===== config.mk =====
export PLATFORM = sky130hd
export DESIGN_NAME = mbs_regmap
export DESIGN_NICKNAME = d
export VERILOG_FILES = /design/src/design/mbs_pkg.sv /design/src/design/mbs_regmap.sv /design/src/design/mbs_ms_tick.sv
export VERILOG_INCLUDE_DIRS = /design/src /design/src/design
export SDC_FILE = /design/constraint.sdc
export NUM_CORES = 1
export LEC_CHECK = 0
export BUFFER_PORTS_ARGS = -buffer_cell sky130_fd_sc_hd__buf_2
export CORE_MARGIN = 1
export CORE_UTILIZATION = 55
export DETAILED_ROUTE_END_ITERATION = 16
export PLACE_DENSITY_LB_ADDON = 0.08
export SLEW_MARGIN = 20
export SYNTH_ARGS = -nofsm -noshare
export SYNTH_HDL_FRONTEND = slang
export SYNTH_SLANG_ARGS = --single-unit

===== constraint.sdc =====
create_clock -name clk -period 8.6 [get_ports clk]
set_input_delay 0.86 -clock clk [delete_from_list [all_inputs] [get_ports clk]]
set_output_delay 0.86 -clock clk [all_outputs]
set_load 0.05 [all_outputs]

===== src/design/mbs_map.svh =====
`ifndef MBS_MAP_SVH
`define MBS_MAP_SVH

// ****************************************
// word-register areas
// ****************************************
`define MBS_IN_IMG_LAST     16'h7CFF
`define MBS_OUT_IMG_FIRST   16'h7D00
`define MBS_OUT_IMG_LAST    16'hF9FF

// ****************************************
// special area offsets
// ****************************************
`define MBS_WD_COMMAND      16'hFA00
`define MBS_WD_TIMEOUT      16'hFA01
`define MBS_WD_STATE        16'hFA02
`define MBS_WD_CONFIG       16'hFA03
`define MBS_TCP_WATCHDOG    16'hFA04
`define MBS_LED_CODE_1      16'hFA0A
`define MBS_LED_CODE_2      16'hFA0B
`define MBS_LED_CODE_3      16'hFA0C
`define MBS_RUN_STATE       16'hFA0D
`define MBS_ORDER_CODE      16'hFA10
`define MBS_ORDER_CODE_LAST 16'hFA13
`define MBS_FW_LEVEL        16'hFA14
`define MBS_HW_VERSION      16'hFA15
`define MBS_LOADER_VERSION  16'hFA16
`define MBS_LAYOUT_VERSION  16'hFA17
`define MBS_MAC_ID          16'hFA20
`define MBS_MAC_ID_LAST     16'hFA22
`define MBS_IN_CNT_TOTAL    16'hFA40
`define MBS_IN_CNT_ANALOG   16'hFA41
`define MBS_IN_CNT_DIGITAL  16'hFA42
`define MBS_OUT_CNT_TOTAL   16'hFA43
`define MBS_OUT_CNT_ANALOG  16'hFA44
`define MBS_OUT_CNT_DIGITAL 16'hFA45
`define MBS_TEST_A          16'hFAA0
`define MBS_TEST_B          16'hFAA1
`define MBS_TEST_C          16'hFAA2
`define MBS_LIVE_WORD       16'hFAFA

// ****************************************
// fixed read values
// ****************************************
`define MBS_VAL_CNT_WORDS   16'h7D00
`define MBS_VAL_CNT_BITS    16'h8000
`define MBS_VAL_TEST_A      16'h1234
`define MBS_VAL_TEST_B      16'hAAAA
`define MBS_VAL_TEST_C      16'h5555
`define MBS_VAL_STOPPED     16'h0001
`define MBS_VAL_RUNNING     16'h0002

// ****************************************
// watchdog commands, config, resets
// ****************************************
`define MBS_CMD_START       16'h5555
`define MBS_CMD_STOP        16'h55AA
`define MBS_CMD_RESET       16'hAAAA
`define MBS_CFG_SIMPLE_BIT  7
`define MBS_RST_TIMEOUT     16'h0000
`define MBS_RST_CONFIG      16'h0000
`define MBS_RST_TCP_WD      16'h0000

// ****************************************
// timing
// ****************************************
`define MBS_CLK_PERIOD_NS   5
`define MBS_WD_STEP_NS      1000000
`define MBS_MS_CYCLES       (`MBS_WD_STEP_NS / `MBS_CLK_PERIOD_NS)

`endif


===== src/design/mbs_pkg.sv =====
package mbs_pkg;

	// watchdog states
	typedef enum logic [1:0] {
		MBS_WD_UNCONF  = 2'b00,
		MBS_WD_STOPPED = 2'b01,
		MBS_WD_RUNNING = 2'b10,
		MBS_WD_EXPIRED = 2'b11
	} mbs_wd_state_t;

	// modbus exception answers
	typedef enum logic [7:0] {
		MBS_EXC_NONE     = 8'h00,
		MBS_EXC_ILL_FUNC = 8'h01,
		MBS_EXC_ILL_ADDR = 8'h02,
		MBS_EXC_ILL_DATA = 8'h03
	} mbs_exc_t;

endpackage


===== src/design/mbs_regmap.sv =====
`timescale 1ns/1ps
`default_nettype none
`include "mbs_map.svh"

module mbs_regmap
	import mbs_pkg::*;
#(
	parameter int          MS_CYCLES      = `MBS_MS_CYCLES,
	parameter logic [63:0] ORDER_CODE     = 64'h0000_0000_0000_0001, // arbitrary value
	parameter logic [15:0] FW_LEVEL       = 16'h0001,                // arbitrary value
	parameter logic [15:0] HW_VERSION     = 16'h0001,                // arbitrary value
	parameter logic [15:0] LOADER_VERSION = 16'h0001,                // arbitrary value
	parameter logic [15:0] LAYOUT_VERSION = 16'h0001                 // arbitrary value
) (
	input  wire logic        clk,          // system clock
	input  wire logic        srst,         // sync reset, active high
	input  wire logic        req,          // one-word access request
	input  wire logic        we,           // 1 = write, 0 = read
	input  wire logic [15:0] addr,         // word address
	input  wire logic [15:0] wdata,        // write data
	output logic             ack,          // answer pulse
	output logic [15:0]      rdata,        // read data
	output mbs_exc_t         exc,          // exception code, 0 = none
	output logic             img_req,      // image access strobe
	output logic             img_we,       // image write strobe
	output logic [15:0]      img_addr,     // image word address
	output logic [15:0]      img_wdata,    // image write data
	input  wire logic [15:0] img_rdata,    // image read data, same cycle
	input  wire logic [15:0] led_code_1,   // io_status_led code part 1
	input  wire logic [15:0] led_code_2,   // io_status_led code part 2
	input  wire logic [15:0] led_code_3,   // io_status_led code part 3
	input  wire logic        prog_running, // controller program runs
	input  wire logic [47:0] mac_id,       // network identifier
	output mbs_wd_state_t    wd_state,     // watchdog state
	output logic             wd_expired    // watchdog expired level
);

	// ****************************************
	// storage
	// ****************************************
	logic [15:0]   wd_timeout;
	logic [15:0]   wd_config;
	logic [15:0]   tcp_wd;
	logic [15:0]   wd_left;
	logic [15:0]   live_cnt;
	logic          ms_tick;

	// ****************************************
	// decode results
	// ****************************************
	logic          in_img;
	logic          out_img;
	logic [15:0]   next_rdata;
	mbs_exc_t      next_exc;
	logic          tmo_we;
	logic          cfg_we;
	logic          tcp_we;
	logic          cmd_ok;
	mbs_wd_state_t cmd_state;
	logic          simple;
	logic          next_simple;

	assign simple      = wd_config[`MBS_CFG_SIMPLE_BIT];
	assign next_simple = wdata[`MBS_CFG_SIMPLE_BIT];

	// millisecond step source
	mbs_ms_tick #(
		.CYCLES(MS_CYCLES)
	) u_tick (
		.clk (clk),
		.srst(srst),
		.tick(ms_tick)
	);

	// ****************************************
	// area split and image forwarding
	// ****************************************
	// three areas
	assign in_img    = (addr <= `MBS_IN_IMG_LAST);
	assign out_img   = (addr >= `MBS_OUT_IMG_FIRST) && (addr <= `MBS_OUT_IMG_LAST);
	assign img_req   = req && ((in_img && !we) || out_img);
	assign img_we    = req && we && out_img;
	assign img_addr  = addr;
	assign img_wdata = wdata;

	// ****************************************
	// access decode
	// ****************************************
	always_comb begin
		next_rdata = 16'h0000;
		next_exc   = MBS_EXC_NONE;
		tmo_we     = 1'b0;
		cfg_we     = 1'b0;
		tcp_we     = 1'b0;
		cmd_ok     = 1'b0;
		cmd_state  = wd_state;
		if (in_img) begin
			if (we) begin
				next_exc = MBS_EXC_ILL_ADDR;
			end else begin
				next_rdata = img_rdata;
			end
		end else if (out_img) begin
			next_rdata = img_rdata;
		end else if (addr == `MBS_WD_COMMAND) begin
			if (we) begin
				// watchdog command checks
				if (wdata == `MBS_CMD_START) begin
					if (wd_state == MBS_WD_UNCONF ||
					    (wd_state == MBS_WD_EXPIRED && !simple)) begin
						next_exc = MBS_EXC_ILL_DATA;
					end else begin
						cmd_ok    = 1'b1;
						cmd_state = MBS_WD_RUNNING;
					end
				end else if (wdata == `MBS_CMD_STOP) begin
					if (wd_state == MBS_WD_UNCONF || wd_state == MBS_WD_EXPIRED || simple) begin
						next_exc = MBS_EXC_ILL_DATA;
					end else begin
						cmd_ok    = 1'b1;
						cmd_state = MBS_WD_STOPPED;
					end
				end else if (wdata == `MBS_CMD_RESET) begin
					if (wd_state == MBS_WD_EXPIRED && !simple) begin
						cmd_ok    = 1'b1;
						cmd_state = MBS_WD_STOPPED;
					end else begin
						next_exc = MBS_EXC_ILL_DATA;
					end
				end else begin
					next_exc = MBS_EXC_ILL_DATA;
				end
			end else begin
				next_rdata = 16'h0000;
			end
		end else if (addr == `MBS_WD_TIMEOUT) begin
			if (we) begin
				if (wd_state == MBS_WD_RUNNING || wd_state == MBS_WD_EXPIRED) begin
					next_exc = MBS_EXC_ILL_FUNC;
				end else begin
					tmo_we = 1'b1;
				end
			end else begin
				next_rdata = wd_timeout;
			end
		end else if (addr == `MBS_WD_CONFIG) begin
			cfg_we     = we;
			next_rdata = wd_config;
		end else if (addr == `MBS_TCP_WATCHDOG) begin
			tcp_we     = we;
			next_rdata = tcp_wd;
		end else if (we) begin
			// every other special word is read-only or unassigned
			next_exc = MBS_EXC_ILL_ADDR;
		end else if (addr == `MBS_WD_STATE) begin
			next_rdata = {14'h0000, wd_state};
		end else if (addr == `MBS_LED_CODE_1) begin
			next_rdata = led_code_1;
		end else if (addr == `MBS_LED_CODE_2) begin
			next_rdata = led_code_2;
		end else if (addr == `MBS_LED_CODE_3) begin
			next_rdata = led_code_3;
		end else if (addr == `MBS_RUN_STATE) begin
			next_rdata = prog_running ? `MBS_VAL_RUNNING : `MBS_VAL_STOPPED;
		end else if (addr >= `MBS_ORDER_CODE && addr <= `MBS_ORDER_CODE_LAST) begin
			// most significant word first
			next_rdata = ORDER_CODE[63 - 16 * addr[1:0] -: 16];
		end else if (addr == `MBS_FW_LEVEL) begin
			next_rdata = FW_LEVEL;
		end else if (addr == `MBS_HW_VERSION) begin
			next_rdata = HW_VERSION;
		end else if (addr == `MBS_LOADER_VERSION) begin
			next_rdata = LOADER_VERSION;
		end else if (addr == `MBS_LAYOUT_VERSION) begin
			next_rdata = LAYOUT_VERSION;
		end else if (addr >= `MBS_MAC_ID && addr <= `MBS_MAC_ID_LAST) begin
			next_rdata = mac_id[47 - 16 * addr[1:0] -: 16];
		end else if (addr == `MBS_IN_CNT_TOTAL) begin
			next_rdata = `MBS_VAL_CNT_WORDS;
		end else if (addr == `MBS_IN_CNT_ANALOG) begin
			next_rdata = `MBS_VAL_CNT_WORDS;
		end else if (addr == `MBS_IN_CNT_DIGITAL) begin
			next_rdata = `MBS_VAL_CNT_BITS;
		end else if (addr == `MBS_OUT_CNT_TOTAL) begin
			next_rdata = `MBS_VAL_CNT_WORDS;
		end else if (addr == `MBS_OUT_CNT_ANALOG) begin
			next_rdata = `MBS_VAL_CNT_WORDS;
		end else if (addr == `MBS_OUT_CNT_DIGITAL) begin
			next_rdata = `MBS_VAL_CNT_BITS;
		end else if (addr == `MBS_TEST_A) begin
			next_rdata = `MBS_VAL_TEST_A;
		end else if (addr == `MBS_TEST_B) begin
			next_rdata = `MBS_VAL_TEST_B;
		end else if (addr == `MBS_TEST_C) begin
			next_rdata = `MBS_VAL_TEST_C;
		end else if (addr == `MBS_LIVE_WORD) begin
			next_rdata = live_cnt;
		end else begin
			next_exc = MBS_EXC_ILL_ADDR;
		end
	end

	// ****************************************
	// answer registers
	// ****************************************
	always_ff @(posedge clk) begin
		if (srst) begin
			ack   <= 1'b0;
			rdata <= 16'h0000;
			exc   <= MBS_EXC_NONE;
		end else begin
			ack <= req;
			if (req) begin
				rdata <= (next_exc == MBS_EXC_NONE) ? next_rdata : 16'h0000;
				exc   <= next_exc;
			end
		end
	end

	// ****************************************
	// writable special words
	// ****************************************
	always_ff @(posedge clk) begin
		if (srst) begin
			wd_timeout <= `MBS_RST_TIMEOUT;
			wd_config  <= `MBS_RST_CONFIG;
			tcp_wd     <= `MBS_RST_TCP_WD;
		end else if (req) begin
			if (tmo_we) begin
				wd_timeout <= wdata;
			end
			if (cfg_we) begin
				wd_config <= wdata;
			end
			if (tcp_we) begin
				tcp_wd <= wdata;
			end
		end
	end

	// ****************************************
	// watchdog state
	// ****************************************
	always_ff @(posedge clk) begin
		if (srst) begin
			wd_state <= MBS_WD_UNCONF;
		end else if (req && tmo_we) begin
			if (wdata == 16'h0000) begin
				wd_state <= MBS_WD_UNCONF;
			end else if (simple) begin
				wd_state <= MBS_WD_RUNNING;
			end else begin
				wd_state <= MBS_WD_STOPPED;
			end
		end else if (req && cfg_we && next_simple != simple) begin
			// mode switch with a timeout set: simple runs at once, advanced stops
			if (wd_timeout == 16'h0000) begin
				wd_state <= MBS_WD_UNCONF;
			end else if (next_simple) begin
				wd_state <= MBS_WD_RUNNING;
			end else begin
				wd_state <= MBS_WD_STOPPED;
			end
		end else if (req && cmd_ok) begin
			wd_state <= cmd_state;
		end else if (wd_state == MBS_WD_RUNNING && ms_tick && wd_left <= 16'h0001) begin
			wd_state <= MBS_WD_EXPIRED;
		end
	end

	// ****************************************
	// watchdog countdown, 1 ms steps
	// ****************************************
	always_ff @(posedge clk) begin
		if (srst) begin
			wd_left <= 16'h0000;
		end else if (req && next_exc == MBS_EXC_NONE) begin
			// any good request retriggers
			wd_left <= tmo_we ? wdata : wd_timeout;
		end else if (wd_state != MBS_WD_RUNNING) begin
			wd_left <= wd_timeout;
		end else if (ms_tick && wd_left != 16'h0000) begin
			wd_left <= wd_left - 16'h0001;
		end
	end

	assign wd_expired = (wd_state == MBS_WD_EXPIRED);

	// ****************************************
	// live word, counts milliseconds
	// ****************************************
	always_ff @(posedge clk) begin
		if (srst) begin
			live_cnt <= 16'h0000;
		end else if (ms_tick) begin
			live_cnt <= live_cnt + 16'h0001;
		end
	end

endmodule

`default_nettype wire


===== src/design/mbs_ms_tick.sv =====
`timescale 1ns/1ps
`default_nettype none

// ****************************************
// millisecond step divider
// ****************************************
module mbs_ms_tick #(
	parameter int CYCLES = 200000
) (
	input  wire logic clk,   // system clock
	input  wire logic srst,  // sync reset
	output logic      tick   // one-cycle pulse per step
);

	localparam int CW = $clog2(CYCLES);

	logic [CW-1:0] cnt;

	// count up, pulse on wrap
	always_ff @(posedge clk) begin
		if (srst) begin
			cnt  <= '0;
			tick <= 1'b0;
		end else if (cnt == CW'(CYCLES - 1)) begin
			cnt  <= '0;
			tick <= 1'b1;
		end else begin
			cnt  <= cnt + CW'(1);
			tick <= 1'b0;
		end
	end

endmodule

`default_nettype wire


# [After elaboration in Yosys (flattened, before gate mapping)]
# Index checks and enable logic that the tools add are counted.
[totals] word_cells=219 in_bits=149 output_inout_bits=62 reg_bits=126
[op_classes] order_cmp=8 mux=120 addsub=5 eq_ne=39 shift=2 reduce_logical=34
[op_table] operator="$mux W16" n=35
[op_table] operator="$eq A16 B16 Y1 const B" n=24
[op_table] operator="$mux W2" n=47
[op_table] operator="$shiftx A79 B33 Y16 const A" n=1
[op_table] operator="$mux W8" n=8
[op_table] operator="$shiftx A63 B33 Y16" n=1
[op_table] operator="$le A16 B16 Y1 const B" n=3
[op_table] operator="$eq A16 B15 Y1 const B" n=2
[op_table] operator="$ge A16 B16 Y1 const B" n=2
[op_table] operator="$logic_not A16 Y1" n=2
[op_table] operator="$mux W1" n=30
[op_table] operator="$add A18 B1 Y18 const B" n=1
[op_table] operator="$eq A18 B18 Y1 const B" n=1
[op_table] operator="$ne A6 B6 Y1 const B" n=3
[op_table] operator="$add A16 B1 Y16 const B" n=1
[op_table] operator="$ge A16 B15 Y1 const B" n=1
[op_table] operator="$le A16 B1 Y1 const B" n=1
[op_table] operator="$le A16 B15 Y1 const B" n=1
[op_table] operator="$logic_and A1 B1 Y1" n=16
[op_table] operator="$ne A4 B4 Y1 const B" n=4
[op_table] operator="$reduce_bool A16 Y1" n=1
[op_table] operator="$sub A16 B1 Y16 const B" n=1
[op_table] operator="$sub A6 B6 Y7 const A" n=2
[op_table] operator="$reduce_and A9 Y1" n=1
[op_table] operator="other kinds (12)" n=19

# [Depth between registers and ports, before layout]
[logic_depth] depth_word=32 ltp_mapped=14 mapped_depth_nobuf=10

# [Cells and area by module]
# From an unflattened synthesis, not the netlist that was laid out.
[hier_totals] hier_cells=1088 hier_area_um2=8089.0
[by_module_without_submodules] mod="mbs_regmap" seq_area_each_um2=2021.9 area_per_inst_um2=7264.5 cells_per_inst=997 instances=1
[by_module_without_submodules] mod="mbs_ms_tick" seq_area_each_um2=380.4 area_per_inst_um2=824.5 cells_per_inst=91 instances=1

# [Worst setup path after synthesis]
# No wires, ideal clock.
[synth_path] path_kind="in2reg" from="input port addr[0]" to="register rdata[12]" required_time_ns=8.486 setup_ns=0.114 arrival_time_ns=3.321 cell_stages=13 path_buffers=3 slack_ns=5.165 cell_sequence="clkbuf_1 -> inv_1 -> ha_1 -> clkbuf_1 -> nor4_1 -> a211oi_1 -> o21ai_2 -> a41o_4 -> a311oi_2 -> and2_1 -> buf_2 -> a22o_1 -> a21o_1"
[synth_between] elab_chain_cells=31 word_cells_on_any_way=95 cone_classes="add/sub (2); order compare (7); eq/ne (23); shift (2); mux (57); reduce/logical (4)"
[synth_lines] item="from (decl)" line="mbs_regmap.sv:19" rtl="input wire logic [15:0] addr,"
[synth_lines] item="$eq A16 B16 Y1 (no line)"
[synth_lines] item="$mux W2" line="mbs_regmap.sv:196" rtl="end else if (addr == `MBS_LIVE_WORD) begin"
[synth_lines] item="$mux W2" line="mbs_regmap.sv:194" rtl="end else if (addr == `MBS_TEST_C) begin"
[synth_lines] item="$mux W2" line="mbs_regmap.sv:192" rtl="end else if (addr == `MBS_TEST_B) begin"
[synth_lines] item="$mux W2" line="mbs_regmap.sv:190" rtl="end else if (addr == `MBS_TEST_A) begin"
[synth_lines] item="$mux W2" line="mbs_regmap.sv:188" rtl="end else if (addr == `MBS_OUT_CNT_DIGITAL) begin"
[synth_lines] item="$mux W2" line="mbs_regmap.sv:186" rtl="end else if (addr == `MBS_OUT_CNT_ANALOG) begin"
[synth_lines] item="$mux W2" line="mbs_regmap.sv:184" rtl="end else if (addr == `MBS_OUT_CNT_TOTAL) begin"
[synth_lines] item="[... 15 more ...]"
[synth_lines] item="$mux W2" line="mbs_regmap.sv:149" rtl="end else if (addr == `MBS_TCP_WATCHDOG) begin"
[synth_lines] item="$mux W2" line="mbs_regmap.sv:146" rtl="end else if (addr == `MBS_WD_CONFIG) begin"
[synth_lines] item="$mux W8" line="mbs_regmap.sv:136" rtl="end else if (addr == `MBS_WD_TIMEOUT) begin"
[synth_lines] item="$mux W8" line="mbs_regmap.sv:105" rtl="end else if (addr == `MBS_WD_COMMAND) begin"
[synth_lines] item="$mux W8" line="mbs_regmap.sv:103" rtl="end else if (out_img) begin"
[synth_lines] item="$mux W8" line="mbs_regmap.sv:97" rtl="if (in_img) begin"
[synth_lines] item="$logic_not A8 Y1" line="mbs_regmap.sv:214" rtl="rdata <= (next_exc == MBS_EXC_NONE) ? next_rdata : 16'h0000;"
[synth_lines] item="$mux W16 (*)" line="mbs_regmap.sv:214"
[synth_lines] item="to (signal assigned)" line="mbs_regmap.sv:214"
[synth_lines] item="to (decl)" line="mbs_regmap.sv:22" rtl="output logic [15:0] rdata,"
# Mark *: on every way between the ends. The rest lies on a longest branch, timed or not.
# A chain may end at the register's enable or synchronous reset.

# [Worst setup path in the final report]
[layout_path] from="input port addr[0]" to="register wd_left[8]"
[layout_between] elab_chain_cells=32 word_cells_on_any_way=70 cone_classes="order compare (7); eq/ne (23); mux (34); reduce/logical (6)"
[layout_lines] item="$eq A16 B16 Y1 (no line)"
[layout_lines] item="$mux W2" line="mbs_regmap.sv:196"
[layout_lines] item="$mux W2" line="mbs_regmap.sv:194"
[layout_lines] item="$mux W2" line="mbs_regmap.sv:192"
[layout_lines] item="$mux W2" line="mbs_regmap.sv:190"
[layout_lines] item="$mux W2" line="mbs_regmap.sv:188"
[layout_lines] item="$mux W2" line="mbs_regmap.sv:186"
[layout_lines] item="$mux W2" line="mbs_regmap.sv:184"
[layout_lines] item="[... 16 more ...]"
[layout_lines] item="$mux W2" line="mbs_regmap.sv:146"
[layout_lines] item="$mux W8" line="mbs_regmap.sv:136"
[layout_lines] item="$mux W8" line="mbs_regmap.sv:105"
[layout_lines] item="$mux W8" line="mbs_regmap.sv:103"
[layout_lines] item="$mux W8" line="mbs_regmap.sv:97"
[layout_lines] item="$logic_not A8 Y1" line="mbs_regmap.sv:277" rtl="end else if (req && next_exc == MBS_EXC_NONE) begin"
[layout_lines] item="$logic_and A1 B1 Y1" line="mbs_regmap.sv:277"
[layout_lines] item="$reduce_bool A3 Y1 (no line) / $mux W16 (equally long branches)"
[layout_lines] item="to (signal assigned)" line="mbs_regmap.sv:279" rtl="wd_left <= tmo_we ? wdata : wd_timeout;"
[layout_lines] item="to (signal assigned)" line="mbs_regmap.sv:281" rtl="wd_left <= wd_timeout;"
[layout_lines] item="to (signal assigned)" line="mbs_regmap.sv:283" rtl="wd_left <= wd_left - 16'h0001;"
[layout_lines] item="to (decl)" line="mbs_regmap.sv:44" rtl="logic [15:0] wd_left;"
# Several ways; a longest one is shown, not always the timed one.

==> flow_summary.toml <==
[clocking]
cts-buffers-inserted = 17
clk_latency_ns = 0.42
cts.sink_count = 120
cts_setup_buffers = 0
cts_tree = "built"
htree_num_levels = 4
path_clk_slew_ns = 0.06
clock_path_buffers = 2
cts_resized = 0
cts_hold_buf = 0
cts_root_buf = "clkbuf_16"

[global_route]
grt_max_degree = 93
grt_pass1_vias = 8005
grt_overflow = 0
antenna_found_initial = 0
grt_pass1_wl_um = 42600
gr-usage-all-layers = 0.366

[route]
wl_per_cell_um = 19.5
firstDrtPassIters = 6
vias = 8961
post_drt_via_cell_ratio = 6.26
route.detailed.drc = 0
antenna_left = 0
drtIter0Drc = 1031
wirelength_um = 27900

[logic_synthesis]
synth_edf_count = 0
synth-compound-area-share = 0.255
synthSimpleGateAreaFrac = 0.283
yosysTopAreaCellShare = 0.297
syn_area_mm2 = 0.00810
synth_cell_types = 82
synth_xor_xnor_area_share = 0.0432
synth_fa_ha_area_frac = 0.0185
ys_seq_elements = 120
async_flop_share = 0
ys_seq_area_frac = 0.297
synth_top_family_by_area = "simple AND/OR/NAND/NOR gates"
syn_avg_cell_area_um2 = 7.31
yosys-mux-area-fraction = 0.0224
ys.flop_type = "dfxtp_1"
synth.area.top_cells = "dfxtp_1 30%, nand2_1 8.2%, a21oi_1 7.0%, nor2_1 4.8%, o21ai_0 4.1%"
yosys_warnings = 0
synth_top_area_cell = "dfxtp_1"
syn_inst = 1108

[power]
swShare = 0.276
seqPwrFrac = 0.377
power_switching_uw = 414
powerDensity_mw_per_mm2 = 158
power_frac_comb = 0.131
power.leakage_nw = 3.72
peakVddDrop_uv = 163
power_frac_clock = 0.492
internal-power_mw = 1.09

[die]
io_pins = 211
initial_utilization = 0.575
die_width_um = 123
rows = 43
coreArea_mm2 = 0.0141
die_h_um = 123
dieArea_mm2 = 0.0152

[final_layout]
drive_gt1_frac = 0.220
final_cell_count_no_fill = 1432
nNetsFinal = 1400
areaGrowthSynthToFinish_pct = 17.3
nFillCells = 1288
diodes = 0

[timing]
fmax_mhz = 227
finalMaxSlewViolations = 0
post-route-period-util = 0.512
min_period_ns = 4.40
setup_violations = 0
finalHoldViolations = 0
final.setup_skew_ns = 0.00805
worstMarginPinSlew_ns = 1.14
relSlewSlack = 0.238
rsz0062_at_grt = "false"
finalSetupTns_ns = 0

[critical_path]
crit_chain = "buf_2, ha_1, or4bb_1, nor4_2, a31oi_1, o21ai_2, a41oi_4, nor3_1, nand2_1, o31ai_1"
crit_path_end_kind = "register"
slowest_delay_ns = 0.72
cpMaxStageDelayCell = "nor4_2"
cp.required_ns = 8.93
criticalPathCategory = "in -> reg"
crit_fanout = 23
crit_path_start_kind = "input pin"
critPathArrivalTime_ns = 4.73

[placed_design]
placed_cells = 1400
gp_congestion = 1.00
hpwl_um = 20600
portBuffers = 204

[hold_path]
hp-class = "reg -> reg"

[flow_run]
cap_violations = 0

[status]
status = "finished clean"
synthesized netlist by cell type, drive strengths merged, types with 5 or more instances:
library cell	instances
nand2	179
dfxtp	120
a21oi	113
nor2	105
o21ai	71
buf	55
clkbuf	51
nand3	36
nor4	26
inv	24
xor2	24
nand4	19
nor3	19
mux2i	17
xnor2	16
a221oi	14
o211ai	14
a22oi	13
o21a	13
o22ai	13
ha	12
nor2b	12
and3	11
and2	10
a22o	9
o31ai	9
or3	8
and4	7
o221ai	7
a211oi	6
a31oi	5
nand2b	5
nor3b	5
or4	5
cells in the final DEF, fill, tap and decap left out, types with 10 or more instances in the layout:
cell	synthesis	layout
and3_1	11	11
mux2i_1	17	17
dfxtp_1	120	120
ha_1	12	12
nor4_1	20	18
nand2_1	177	177
nor3_1	16	16
nor2b_1	12	12
buf_2	10	204
and2_1	10	10
o211ai_1	14	14
o22ai_1	13	13
o21ai_0	67	66
nand4_1	19	19
inv_1	24	24
a22oi_1	13	13
a21oi_1	113	113
o21a_1	13	13
nand3_1	36	36
clkbuf_16	0	17
xnor2_1	16	16
nor2_1	104	103
xor2_1	24	24
a221oi_1	14	14
final cells by class:
class / count / area (um2) / share of cell area
clock buffers: 18 / 439 / 0.0462
multi-input cells: 863 / 5080 / 0.535
repair buffers: 213 / 1090 / 0.115
flip-flops and latches: 120 / 2400 / 0.253
well taps: 180 / 225 / 0.0237
inverters: 24 / 90.1 / 0.00948
clock inverters: 14 / 170 / 0.0179
registers in the layout (all words and copies together) (netlist names):
name / flops
u_tick.cnt: 18
wd_left: 16
tcp_wd: 16
rdata: 16
wd_config: 16
wd_timeout: 16
ack: 1
exc: 2
live_cnt: 16
wd_state: 2
u_tick.tick: 1
logic make-up (layout without fill, tap and decap cells):
group / after synthesis / after routing
flops: 120 / 120
mux: 18 / 18
other cells: 1 / 6
simple gates: 467 / 467
fa+ha+maj: 12 / 12
compound gates: 320 / 320
buf+inv: 130 / 269
xor+xnor: 40 / 40
power groups by stage:
stage	combinational [mW]	sequential, mW	clock (mW)
finish	0.197	0.566	0.738
detailed placement	0.192	0.578	0
global route	0.209	0.566	0.762
CTS	0.193	0.566	0.738
floorplan	0.115	0.591	0
global placement	0.192	0.578	0
through the flow:
stage / worst slack, ns / power (mW) / utilization / instance area, um2 / hold slack [ns]
after floorplan: 5.16 / 0.706 / - / 8120 / 0.426
final: 4.20 / 1.50 / 0.674 / 9500 / 0.450
after CTS: 4.36 / 1.50 / 0.673 / 9490 / 0.451
after global routing: 4.02 / 1.54 / 0.674 / 9500 / 0.470
after global placement: 4.04 / 0.769 / 0.630 / 8880 / 0.438
after detailed placement: 3.96 / 0.770 / 0.630 / 8880 / 0.443
critical path, delay by kind of cell:
family                   cells  cell delay [ns]
AO/OA/AOI/OAI                4             0.85
buffers and inverters        1             0.33
adder cells (fa/ha/maj)      1             0.61
AND/OR/NAND/NOR              4             2.09
final timing paths:
| kind | startpoint | endpoint | slack (ns) | depth (start not counted) |
|---|---|---|---|---|
| worst max-delay path | addr[0] | wd_left[8] | 4.20 | 10 |
| worst min-delay path | wd_config[5] | wd_config[5] | 0.45 | 2 |
| worst max register to register | wd_state[0] | rdata[13] | 5.26 | 9 |
| worst min register to register | wd_config[5] | wd_config[5] | 0.45 | 2 |
per-layer routing:
layer  vias up  share of wire  track usage
li1       4215              -            -
met1      4137           0.41        0.474
met2       520           0.46        0.577
met3        89          0.094       0.0687
met4         0          0.043        0.194
met5         -              0            0
Note: power is estimated with default switching activity, not from simulation.
